File: src/hw/radio_status_pkg.sv
// constants, register map and carrier types of the radio status readout block
// Functional notes
// - the radio controller state is readable as a 5-bit code covering sleep, idle, calibration, receive, transmit and error states.
// - after reset the controller state code reads as idle (one) until the controller reports another state.
// - the checksum-match flag (bit 7) shows the latest checksum comparison and clears on entering or restarting receive.
// - the sync/frame flag (bit 3) rises when the sync word is sent or received and falls at the end of the packet.
// - in receive the sync/frame flag falls early on an address-filter reject or on entry to the receive overrun state.
// - in transmit the sync/frame flag falls early on entry to the transmit starve state.
// - the carrier-sense flag (bit 6) is high while the signal strength is above the carrier threshold.
// - the clear-channel flag (bit 4) follows the signal strength being at or below threshold, qualified by the assessment mode.
// - the preamble-quality flag (bit 5) is high while preamble quality is above the programmed quality threshold.
// - an 8-bit read-only test readout of the pll calibration current resets to 0x94.
// - the core regulator is switched off in the two deepest power modes.
// - with the regulator off, register and ram contents are kept while the unregulated supply is present.
package radio_status_pkg;

  // register indices; byte address is four times the index
  localparam logic [15:0] IDX_FSM_STATE  = 16'hDF3B;
  localparam logic [15:0] IDX_PKT_FLAGS  = 16'hDF3C;
  localparam logic [15:0] IDX_PLL_CAL    = 16'hDF3D;
  localparam logic [15:0] IDX_CS_THRESH  = 16'hDF40;
  localparam logic [15:0] IDX_PQ_THRESH  = 16'hDF41;
  localparam logic [15:0] IDX_MODE_CTRL  = 16'hDF42;
  localparam logic [15:0] IDX_IRQ_STATUS = 16'hDF43;
  localparam logic [15:0] IDX_IRQ_MASK   = 16'hDF44;
  localparam int          ADDR_W         = 18;

  // controller state codes
  localparam logic [4:0] ST_SLEEP       = 5'h00;
  localparam logic [4:0] ST_IDLE        = 5'h01;
  localparam logic [4:0] ST_RX          = 5'h0D;
  localparam logic [4:0] ST_RX_RESTART  = 5'h0F;
  localparam logic [4:0] ST_RX_OVERRUN  = 5'h11;
  localparam logic [4:0] ST_TX          = 5'h13;
  localparam logic [4:0] ST_TX_STARVE   = 5'h16;

  // packet flag bit positions
  localparam int PF_CRC_MATCH = 7;
  localparam int PF_CARRIER   = 6;
  localparam int PF_PREAMBLE  = 5;
  localparam int PF_CLEAR     = 4;
  localparam int PF_SYNC      = 3;

  // mode control fields: cca mode in [1:0], power mode in [5:4]
  localparam int MC_CCA_LO = 0;
  localparam int MC_PWR_LO = 4;

  // channel-assessment modes
  localparam logic [1:0] CCA_ALWAYS   = 2'h0;
  localparam logic [1:0] CCA_RSSI     = 2'h1;
  localparam logic [1:0] CCA_NO_PKT   = 2'h2;
  localparam logic [1:0] CCA_RSSI_PKT = 2'h3;

  // power modes; the two deepest switch the regulator off
  localparam logic [1:0] PWR_ACTIVE     = 2'h0;
  localparam logic [1:0] PWR_LIGHT      = 2'h1;
  localparam logic [1:0] PWR_TIMER_WAKE = 2'h2;
  localparam logic [1:0] PWR_DEEPEST    = 2'h3;

  // interrupt status bits
  localparam int IRQ_N         = 5;
  localparam int IRQ_SYNC_RISE = 0;
  localparam int IRQ_PKT_END   = 1;
  localparam int IRQ_CRC_MATCH = 2;
  localparam int IRQ_OVERRUN   = 3;
  localparam int IRQ_STARVE    = 4;

  // reset values
  localparam logic [4:0] RST_STATE     = ST_IDLE;
  localparam logic [7:0] RST_PLL_CAL   = 8'h94;
  localparam logic [7:0] RST_CS_THRESH = 8'h00;
  localparam logic [7:0] RST_PQ_THRESH = 8'h04;
  localparam logic [7:0] RST_MODE_CTRL = 8'h01;

  // status coming from the radio core
  typedef struct packed {
    logic       state_valid;
    logic [4:0] state_code;
    logic       crc_done;
    logic       crc_match;
    logic       sync_seen;
    logic       pkt_end;
    logic       addr_reject;
    logic [7:0] rssi;
    logic [7:0] pqi;
    logic       pll_cal_valid;
    logic [7:0] pll_cal;
  } radio_in_type;

  // avalon request from the processor side
  typedef struct packed {
    logic [ADDR_W-1:0] address;
    logic              read;
    logic              write;
    logic [3:0]        byteenable;
    logic [31:0]       writedata;
  } bus_req_type;

endpackage

File: src/hw/radio_status_readout.sv
// radio status register bank with avalon-mm slave, interrupts and regulator control
module radio_status_readout (
  input  wire logic                          sys_clk,
  input  wire logic                          reset,
  input  wire radio_status_pkg::bus_req_type bus_req,
  output logic                               waitrequest_r,
  output logic [31:0]                        readdata_r,
  input  wire radio_status_pkg::radio_in_type radio_in,
  input  wire logic                          wake_event,
  output logic                               irq_r,
  output logic                               regulator_en_r,
  output logic                               retention_hold_r
);

  logic [4:0]                        state_r;
  logic [7:0]                        pkt_flags_r;
  logic [7:0]                        pll_cal_r;
  logic [7:0]                        cs_thresh_r;
  logic [7:0]                        pq_thresh_r;
  logic [7:0]                        mode_ctrl_r;
  logic [radio_status_pkg::IRQ_N-1:0] irq_mask_r;
  logic [radio_status_pkg::IRQ_N-1:0] irq_status;
  logic [radio_status_pkg::IRQ_N-1:0] irq_set;
  logic [radio_status_pkg::IRQ_N-1:0] irq_clr;
  logic [31:0]                       readdata_nxt;
  logic [15:0]                       reg_idx;
  logic                              wr_take;
  logic                              state_load;
  logic                              enter_rx;
  logic                              enter_overrun;
  logic                              enter_starve;
  logic                              sync_drop;
  logic                              in_rx;
  logic                              in_tx;
  logic                              carrier_nxt;
  logic                              below_nxt;
  logic                              clear_nxt;
  logic [1:0]                        cca_mode;
  logic [1:0]                        pwr_mode;

  assign reg_idx  = bus_req.address[radio_status_pkg::ADDR_W-1:2];
  // a write lands only at the edge where the master sees waitrequest low
  assign wr_take  = bus_req.write && !waitrequest_r && bus_req.byteenable[0];
  assign cca_mode = mode_ctrl_r[radio_status_pkg::MC_CCA_LO +: 2];
  assign pwr_mode = mode_ctrl_r[radio_status_pkg::MC_PWR_LO +: 2];

  // controller state tracking and entry decode
  assign state_load    = radio_in.state_valid && (radio_in.state_code != state_r);
  assign enter_rx      = state_load && (radio_in.state_code == radio_status_pkg::ST_RX
                         || radio_in.state_code == radio_status_pkg::ST_RX_RESTART);
  assign enter_overrun = state_load && (radio_in.state_code == radio_status_pkg::ST_RX_OVERRUN);
  assign enter_starve  = state_load && (radio_in.state_code == radio_status_pkg::ST_TX_STARVE);
  assign in_rx         = (state_r == radio_status_pkg::ST_RX);
  assign in_tx         = (state_r == radio_status_pkg::ST_TX);

  // state code register; software writes never reach it
  always_ff @(posedge sys_clk or posedge reset) begin
    if (reset) begin
      state_r <= radio_status_pkg::RST_STATE;
    end else if (radio_in.state_valid) begin
      state_r <= radio_in.state_code;
    end
  end

  // sync/frame flag drop conditions; any drop beats a simultaneous rise
  assign sync_drop = radio_in.pkt_end
                     || (in_rx && radio_in.addr_reject) || enter_overrun
                     || enter_starve;

  // signal-strength comparisons; rssi is two's complement
  assign carrier_nxt = $signed(radio_in.rssi) > $signed(cs_thresh_r);
  assign below_nxt   = !carrier_nxt;

  // clear channel per assessment mode; in the two packet modes a frame in flight means busy
  always_comb begin
    case (cca_mode)
      radio_status_pkg::CCA_ALWAYS:   clear_nxt = 1'b1;
      radio_status_pkg::CCA_RSSI:     clear_nxt = below_nxt;
      radio_status_pkg::CCA_NO_PKT:   clear_nxt = !pkt_flags_r[radio_status_pkg::PF_SYNC];
      radio_status_pkg::CCA_RSSI_PKT: clear_nxt = below_nxt && !pkt_flags_r[radio_status_pkg::PF_SYNC];
      default:                        clear_nxt = 1'b1;
    endcase
  end

  // packet flags in one process so the byte has a single driver;
  // a finishing checksum comparison wins over the receive-entry clear
  always_ff @(posedge sys_clk or posedge reset) begin
    if (reset) begin
      pkt_flags_r <= 8'h00;
    end else begin
      if (radio_in.crc_done) begin
        pkt_flags_r[radio_status_pkg::PF_CRC_MATCH] <= radio_in.crc_match;
      end else if (enter_rx) begin
        pkt_flags_r[radio_status_pkg::PF_CRC_MATCH] <= 1'b0;
      end
      if (sync_drop) begin
        pkt_flags_r[radio_status_pkg::PF_SYNC] <= 1'b0;
      end else if (radio_in.sync_seen) begin
        pkt_flags_r[radio_status_pkg::PF_SYNC] <= 1'b1;
      end
      pkt_flags_r[radio_status_pkg::PF_CARRIER]  <= carrier_nxt;
      pkt_flags_r[radio_status_pkg::PF_PREAMBLE] <= radio_in.pqi > pq_thresh_r;
      pkt_flags_r[radio_status_pkg::PF_CLEAR]    <= clear_nxt;
      pkt_flags_r[2:0]                           <= 3'h0;
    end
  end

  // pll calibration readout, test only
  always_ff @(posedge sys_clk or posedge reset) begin
    if (reset) begin
      pll_cal_r <= radio_status_pkg::RST_PLL_CAL;
    end else if (radio_in.pll_cal_valid) begin
      pll_cal_r <= radio_in.pll_cal;
    end
  end

  // software configuration registers; the wake event returns to active mode
  always_ff @(posedge sys_clk or posedge reset) begin
    if (reset) begin
      cs_thresh_r <= radio_status_pkg::RST_CS_THRESH;
      pq_thresh_r <= radio_status_pkg::RST_PQ_THRESH;
      mode_ctrl_r <= radio_status_pkg::RST_MODE_CTRL;
      irq_mask_r  <= '0;
    end else begin
      if (wr_take && reg_idx == radio_status_pkg::IDX_CS_THRESH) begin
        cs_thresh_r <= bus_req.writedata[7:0];
      end
      if (wr_take && reg_idx == radio_status_pkg::IDX_PQ_THRESH) begin
        pq_thresh_r <= bus_req.writedata[7:0];
      end
      if (wake_event) begin
        mode_ctrl_r[radio_status_pkg::MC_PWR_LO +: 2] <= radio_status_pkg::PWR_ACTIVE;
      end else if (wr_take && reg_idx == radio_status_pkg::IDX_MODE_CTRL) begin
        mode_ctrl_r <= bus_req.writedata[7:0] & 8'h33;
      end
      if (wr_take && reg_idx == radio_status_pkg::IDX_IRQ_MASK) begin
        irq_mask_r <= bus_req.writedata[radio_status_pkg::IRQ_N-1:0];
      end
    end
  end

  // regulator off in the two deepest modes; nothing is reset by it, so state is kept
  always_ff @(posedge sys_clk or posedge reset) begin
    if (reset) begin
      regulator_en_r   <= 1'b1;
      retention_hold_r <= 1'b0;
    end else begin
      regulator_en_r   <= !(pwr_mode == radio_status_pkg::PWR_TIMER_WAKE
                            || pwr_mode == radio_status_pkg::PWR_DEEPEST);
      retention_hold_r <= (pwr_mode == radio_status_pkg::PWR_TIMER_WAKE
                           || pwr_mode == radio_status_pkg::PWR_DEEPEST);
    end
  end

  // interrupt events and write-one-to-clear
  assign irq_set[radio_status_pkg::IRQ_SYNC_RISE] = radio_in.sync_seen && !sync_drop
                                                  && !pkt_flags_r[radio_status_pkg::PF_SYNC];
  assign irq_set[radio_status_pkg::IRQ_PKT_END]   = radio_in.pkt_end;
  assign irq_set[radio_status_pkg::IRQ_CRC_MATCH] = radio_in.crc_done && radio_in.crc_match;
  assign irq_set[radio_status_pkg::IRQ_OVERRUN]   = enter_overrun;
  assign irq_set[radio_status_pkg::IRQ_STARVE]    = enter_starve;
  assign irq_clr = (wr_take && reg_idx == radio_status_pkg::IDX_IRQ_STATUS)
                   ? bus_req.writedata[radio_status_pkg::IRQ_N-1:0] : '0;

  for (genvar i = 0; i < radio_status_pkg::IRQ_N; i++) begin : g_irq
    sticky_bit u_sticky (
      .sys_clk (sys_clk),
      .reset   (reset),
      .set     (irq_set[i]),
      .clear   (irq_clr[i]),
      .flag_r  (irq_status[i])
    );
  end

  // one level interrupt, high while any unmasked status bit is set
  always_ff @(posedge sys_clk or posedge reset) begin
    if (reset) begin
      irq_r <= 1'b0;
    end else begin
      irq_r <= |(irq_status & irq_mask_r);
    end
  end

  // read mux; unmapped addresses read zero and high bits are always zero
  always_comb begin
    readdata_nxt = 32'h0000_0000;
    case (reg_idx)
      radio_status_pkg::IDX_FSM_STATE:  readdata_nxt[4:0] = state_r;
      radio_status_pkg::IDX_PKT_FLAGS:  readdata_nxt[7:0] = pkt_flags_r;
      radio_status_pkg::IDX_PLL_CAL:    readdata_nxt[7:0] = pll_cal_r;
      radio_status_pkg::IDX_CS_THRESH:  readdata_nxt[7:0] = cs_thresh_r;
      radio_status_pkg::IDX_PQ_THRESH:  readdata_nxt[7:0] = pq_thresh_r;
      radio_status_pkg::IDX_MODE_CTRL:  readdata_nxt[7:0] = mode_ctrl_r;
      radio_status_pkg::IDX_IRQ_STATUS: readdata_nxt[radio_status_pkg::IRQ_N-1:0] = irq_status;
      radio_status_pkg::IDX_IRQ_MASK:   readdata_nxt[radio_status_pkg::IRQ_N-1:0] = irq_mask_r;
      default:                          readdata_nxt = 32'h0000_0000;
    endcase
  end

  // bus handshake: waitrequest drops for exactly one cycle per request,
  // one edge after the request is seen, so every access takes two edges
  always_ff @(posedge sys_clk or posedge reset) begin
    if (reset) begin
      waitrequest_r <= 1'b1;
      readdata_r    <= 32'h0000_0000;
    end else begin
      waitrequest_r <= !((bus_req.read || bus_req.write) && waitrequest_r);
      if (bus_req.read && waitrequest_r) begin
        readdata_r <= readdata_nxt;
      end
    end
  end

  // helper: has the controller ever reported a state since reset
  logic state_seen_r;
  always_ff @(posedge sys_clk or posedge reset) begin
    if (reset) begin
      state_seen_r <= 1'b0;
    end else if (radio_in.state_valid) begin
      state_seen_r <= 1'b1;
    end
  end

  property p_state_follow;
    @(posedge sys_clk) disable iff (reset)
      radio_in.state_valid |=> state_r == $past(radio_in.state_code);
  endproperty
  a_state_follow: assert property (p_state_follow)
    else $error("state code did not follow the controller");

  property p_reset_idle;
    @(posedge sys_clk) disable iff (reset)
      !state_seen_r |-> state_r == radio_status_pkg::ST_IDLE;
  endproperty
  a_reset_idle: assert property (p_reset_idle)
    else $error("state code not idle before first report");

  property p_zero_bits;
    @(posedge sys_clk) disable iff (reset)
      !waitrequest_r && $past(bus_req.read) |-> readdata_r[31:8] == 24'h000000
        && (!($past(reg_idx) == radio_status_pkg::IDX_FSM_STATE) || readdata_r[7:5] == 3'h0)
        && (!($past(reg_idx) == radio_status_pkg::IDX_PKT_FLAGS) || readdata_r[2:0] == 3'h0);
  endproperty
  a_zero_bits: assert property (p_zero_bits)
    else $error("unused read bits not zero");

  property p_crc_clear;
    @(posedge sys_clk) disable iff (reset)
      enter_rx && !radio_in.crc_done |=> !pkt_flags_r[radio_status_pkg::PF_CRC_MATCH];
  endproperty
  a_crc_clear: assert property (p_crc_clear)
    else $error("checksum flag not cleared on receive entry");

  property p_sync_rise;
    @(posedge sys_clk) disable iff (reset)
      radio_in.sync_seen && !sync_drop |=> pkt_flags_r[radio_status_pkg::PF_SYNC];
  endproperty
  a_sync_rise: assert property (p_sync_rise)
    else $error("sync flag did not rise");

  property p_sync_drop;
    @(posedge sys_clk) disable iff (reset)
      enter_overrun || enter_starve || (in_rx && radio_in.addr_reject) || radio_in.pkt_end
        |=> !pkt_flags_r[radio_status_pkg::PF_SYNC];
  endproperty
  a_sync_drop: assert property (p_sync_drop)
    else $error("sync flag did not drop");

  property p_carrier;
    @(posedge sys_clk) disable iff (reset)
      !$past(reset) |-> pkt_flags_r[radio_status_pkg::PF_CARRIER]
        == ($signed($past(radio_in.rssi)) > $signed($past(cs_thresh_r)));
  endproperty
  a_carrier: assert property (p_carrier)
    else $error("carrier flag does not match signal strength");

  property p_pll_load;
    @(posedge sys_clk) disable iff (reset)
      radio_in.pll_cal_valid |=> pll_cal_r == $past(radio_in.pll_cal);
  endproperty
  a_pll_load: assert property (p_pll_load)
    else $error("pll readout not loaded");

  property p_regulator;
    @(posedge sys_clk) disable iff (reset)
      pwr_mode[1] |=> !regulator_en_r && retention_hold_r;
  endproperty
  a_regulator: assert property (p_regulator)
    else $error("regulator on in a deep power mode");

  property p_bus_answer;
    @(posedge sys_clk) disable iff (reset)
      (bus_req.read || bus_req.write) && waitrequest_r |=> !waitrequest_r ##1 waitrequest_r;
  endproperty
  a_bus_answer: assert property (p_bus_answer)
    else $error("bus answer not one cycle after request");

  property p_irq_level;
    @(posedge sys_clk) disable iff (reset)
      ##1 irq_r == |($past(irq_status) & $past(irq_mask_r));
  endproperty
  a_irq_level: assert property (p_irq_level)
    else $error("interrupt output does not follow masked status");

endmodule // radio_status_readout

File: src/hw/sticky_bit.sv
// one sticky status bit, set by hardware, cleared by software
module sticky_bit (
  input  wire logic sys_clk,
  input  wire logic reset,
  input  wire logic set,
  input  wire logic clear,
  output logic      flag_r
);

  // set wins over a clear in the same cycle so no event is lost
  always_ff @(posedge sys_clk or posedge reset) begin
    if (reset) begin
      flag_r <= 1'b0;
    end else if (set) begin
      flag_r <= 1'b1;
    end else if (clear) begin
      flag_r <= 1'b0;
    end
  end

endmodule // sticky_bit
File: config.mk
export PLATFORM = sky130hd
export DESIGN_NAME = radio_status_readout
export DESIGN_NICKNAME = d
export VERILOG_FILES = /design/src/hw/radio_status_pkg.sv /design/src/hw/radio_status_readout.sv /design/src/hw/sticky_bit.sv
export SDC_FILE = /design/constraint.sdc
export NUM_CORES = 1
export LEC_CHECK = 0
export BUFFER_PORTS_ARGS = -buffer_cell sky130_fd_sc_hd__buf_2
export CAP_MARGIN = 20
export CELL_PAD_IN_SITES_DETAIL_PLACEMENT = 1
export CELL_PAD_IN_SITES_GLOBAL_PLACEMENT = 1
export CORE_ASPECT_RATIO = 0.9
export CORE_UTILIZATION = 37
export CTS_CLUSTER_DIAMETER = 200
export DETAILED_ROUTE_END_ITERATION = 12
export PLACE_DENSITY_LB_ADDON = 0.1
export SLEW_MARGIN = 10
export SYNTH_ARGS = -nofsm -noshare
export SYNTH_HDL_FRONTEND = slang
export SYNTH_SLANG_ARGS = --single-unit
File: constraint.sdc
create_clock -name sys_clk -period 2.45 [get_ports sys_clk]
set_clock_uncertainty 0.1 [all_clocks]
set_input_delay 0.1225 -clock sys_clk [delete_from_list [all_inputs] [get_ports sys_clk]]
set_output_delay 0.1225 -clock sys_clk [all_outputs]
set_load 0.01 [all_outputs]
==> results.md <==
- P_leak: 2.14 nW
- Setup violators final: 0
- Proportion of layout cells with a drive suffix above 1: 30.9%
- Syn Std Cell Area: 3490 sq um
- Clock-pin slew on the worst setup and hold paths: 0.06 ns
- Die width: 104 microns
- Yosys warnings: 0
- Final setup TNS: 0 ns
- Setup Slack @ Placement: 0.199 ns
- CP peak stage delay: 0.54 ns
- Clock tree buffer depth: 2
- Max-slew headroom: 48.0%
- Fill cell count: 1057
- Die height: 94.1 microns
- Yosys reg bits: 60
- Worst-Margin Slew: 0.781 ns
- Power density over the cells: 479 nW/um^2
- Layout Area Growth over Synthesis: 27.3%
- Remaining Overflow, GRT: 0
- Initial antenna violation count: 0
- Crit path required time: 2.62 ns
- Htree depth: 3
- First-pass DRT Iterations: 4
- Clock Latency Late Sink: 0.34 ns
- Final worst path period share: 93.1%
- Final min period: 2.28 ns
- Number of global-route vias before repair: 3047
- Fmax: 439 MHz
- Reg2Reg Depth: 6
- Critical Path End Type: flop
- First-pass GRT wire length: 15800 microns
- GP Congestion: 0.813
- DR vias: 2931
- Asr flop ratio synth: 100%
- Largest net degree at the start of global routing: 61
- TritonCTS Buffers: 9
- Hold Crit Class: input pin to flop
- CP startpoint kind: input pin
- 1st-iter DRT viols: 75
- Crit path capture: pkt_flags_r[7]
- Nets: 566
- MaxCap Viol Count: 0
- Most frequent cell on the critical path: dlygate4sd3_1
- Cells after synthesis: 337
- Post-synth top flop: dfrtp_1
- Crit path launch: radio_in[31]
- Row count: 33
- Initial Util: 38.2%
- Slowest cell on crit path: dlygate4sd3_1
- Avg WL per Cell: 16.4 microns
- DRC Markers: 0
- Critical path class: input pin to flop
- CP Max Fanout: 4
- Vias per cell: 5.04
- CORE AREA: 9130 sq um
- Syn Area/Cell: 10.3 sq um
- Die ar.: 9820 sq um
- CP arrival: 2.45 ns
- Clk root buf: clkbuf_8
- Port bufs: 77
- Setup WS post-layout: 0.170 ns
- Post_cts resized: 0
- Synth unique cells: 54
- Area leader, netlist: dfrtp_1
- Worst r2r src: state_r[4]
- N_diodes: 0
- Status: finished clean
- CTS tree: built
- PnR Total Power: 2.13 mW
- Top cell type's share of synthesized area: 37.3%
- Post-route ant nets: 0
- Clk sinks: 60
- Synth top area cells: dfrtp_1, mux2_2, dfstp_2
- Post-synthesis sequential area ratio: 43.3%
- Final Max Slew Viols: 0
- Reg2Reg Setup Slack: 0.17 ns
- Number of flops mapped to enable cells by yosys: 0
- Crit-path cells: dlygate4sd3_1 > buf_2 > xor2_1 > nor4_1 > nand2_1 > a21oi_1 > a21o_1 > dlygate4sd3_1
- I/O pin total: 131
- DP Wirelength: 7160 microns
- Detailed Route WL: 9550 microns
- RSZ-0062 raised after global routing: no
- Endpoints failing hold: 0
- Worst VDD drop: 0.259 mV
- All-Layer GR Usage: 20.9%
- Worst reg2reg path endpoint: pkt_flags_r[7]
## synthesized netlist by cell type, drive strengths merged (5+ instances only)
library cell,instances
mux2,29
buf,29
a22o,6
mux2i,7
o21ai,18
a21oi,9
nand4,6
a32oi,7
dfrtp,52
nor2b,5
nand2,25
nand3,13
clkbuf,8
a31oi,6
nand2b,5
nor2,15
dfstp,8
inv,20
ha,16
## final cells by class
type                    count  area [sq um]  area share [%]
multi-input cells         243          1750            39.4
flip-flops and latches     60          1510            34.0
repair buffers            121           796            17.9
well taps                 122           153            3.44
clock buffers              13           139            3.13
inverters                  20          75.1            1.69
clock inverters             3          15.0           0.338
## what timing repair did
item	in CTS	in global routing
buffers inserted	0	0
hold buffers	32	0
hold endpoints to repair	87	0
## cells by family after synthesis
kind of cell / Yosys count / share of synthesized area [%]
other: 1 / 0.108
adders and majority gates: 16 / 5.74
and+or+nand+nor: 94 / 15.1
buffers and inverters: 57 / 8.93
DFF: 60 / 43.3
AOI/OAI and AO/OA: 66 / 12.9
xor gates and xnor gates: 5 / 1.26
muxes: 38 / 12.7
## metrics by stage
stage | util, % | instances | instance area, sq um | hold WS (ns)
after CTS | 48.6 | 582 | 4440 | 0.00603
final | 48.6 | 582 | 4440 | 0.0134
after floorplan | - | 360 | 3570 | 0.0855
after global placement | 43.5 | 534 | 3970 | 0.201
after detailed placement | 43.5 | 534 | 3970 | 0.203
after global routing | 48.6 | 582 | 4440 | 0.0270
## cell usage in the layout (no fill, tap or decap), drive strengths merged, types with 8 or more instances in the layout
cell type    netlist  layout
a21oi              9       9
buf               29      89
clkbuf             8      13
conb               1      24
dfrtp             52      52
dfstp              8       8
dlygate4sd3        0      32
ha                16      16
inv               20      20
mux2              29      29
nand2             25      25
nand3             13      13
nor2              15      15
o21ai             18      18
## registers in the layout, indices dropped and copies added (netlist names)
name,count
waitrequest_r,1
state_r,5
irq_mask_r,5
cs_thresh_r,8
g_irq.u_sticky.flag_r,5
pq_thresh_r,8
pkt_flags_r,5
pll_cal_r,8
irq_r,1
regulator_en_r,1
retention_hold_r,1
readdata_r,8
mode_ctrl_r,4
## how the worst min path moves through the flow
stage | depth (start not counted) | endpoint | startpoint
6_report | 3 | pq_thresh_r[4] | bus_req[4]
3_5_place_dp | 2 | waitrequest_r | bus_req[36]
4_1_cts | 3 | pq_thresh_r[4] | bus_req[4]
2_1_floorplan | 1 | waitrequest_r | bus_req[37]
5_1_grt | 3 | pq_thresh_r[4] | bus_req[4]
3_3_place_gp | 2 | waitrequest_r | bus_req[36]
## worst max-delay path: cells and delay by family
kind,cells,cell delay [ns]
compound gates,2,0.26
buf+inv,3,1.23
simple gates,2,0.70
xor+xnor,1,0.14
## report_power, final
group / internal, mW / switching, mW / total, mW
clock: 0.363 / 0.370 / 0.734
sequential: 1.04 / 0.0404 / 1.08
combinational: 0.156 / 0.158 / 0.314
total: 1.56 / 0.569 / 2.13
## routing by layer
| layer | vias up | routed length (microns) | track usage (%) |
|---|---|---|---|
| met2 | 80 | 4460 | 33.7 |
| li1 | 1411 | - | - |
| met5 | - | 0 | 0 |
| met3 | 6 | 376 | 3.81 |
| met1 | 1434 | 4620 | 28.3 |
| met4 | 0 | 99 | 7.02 |
Power figures use the tool's default switching activity.
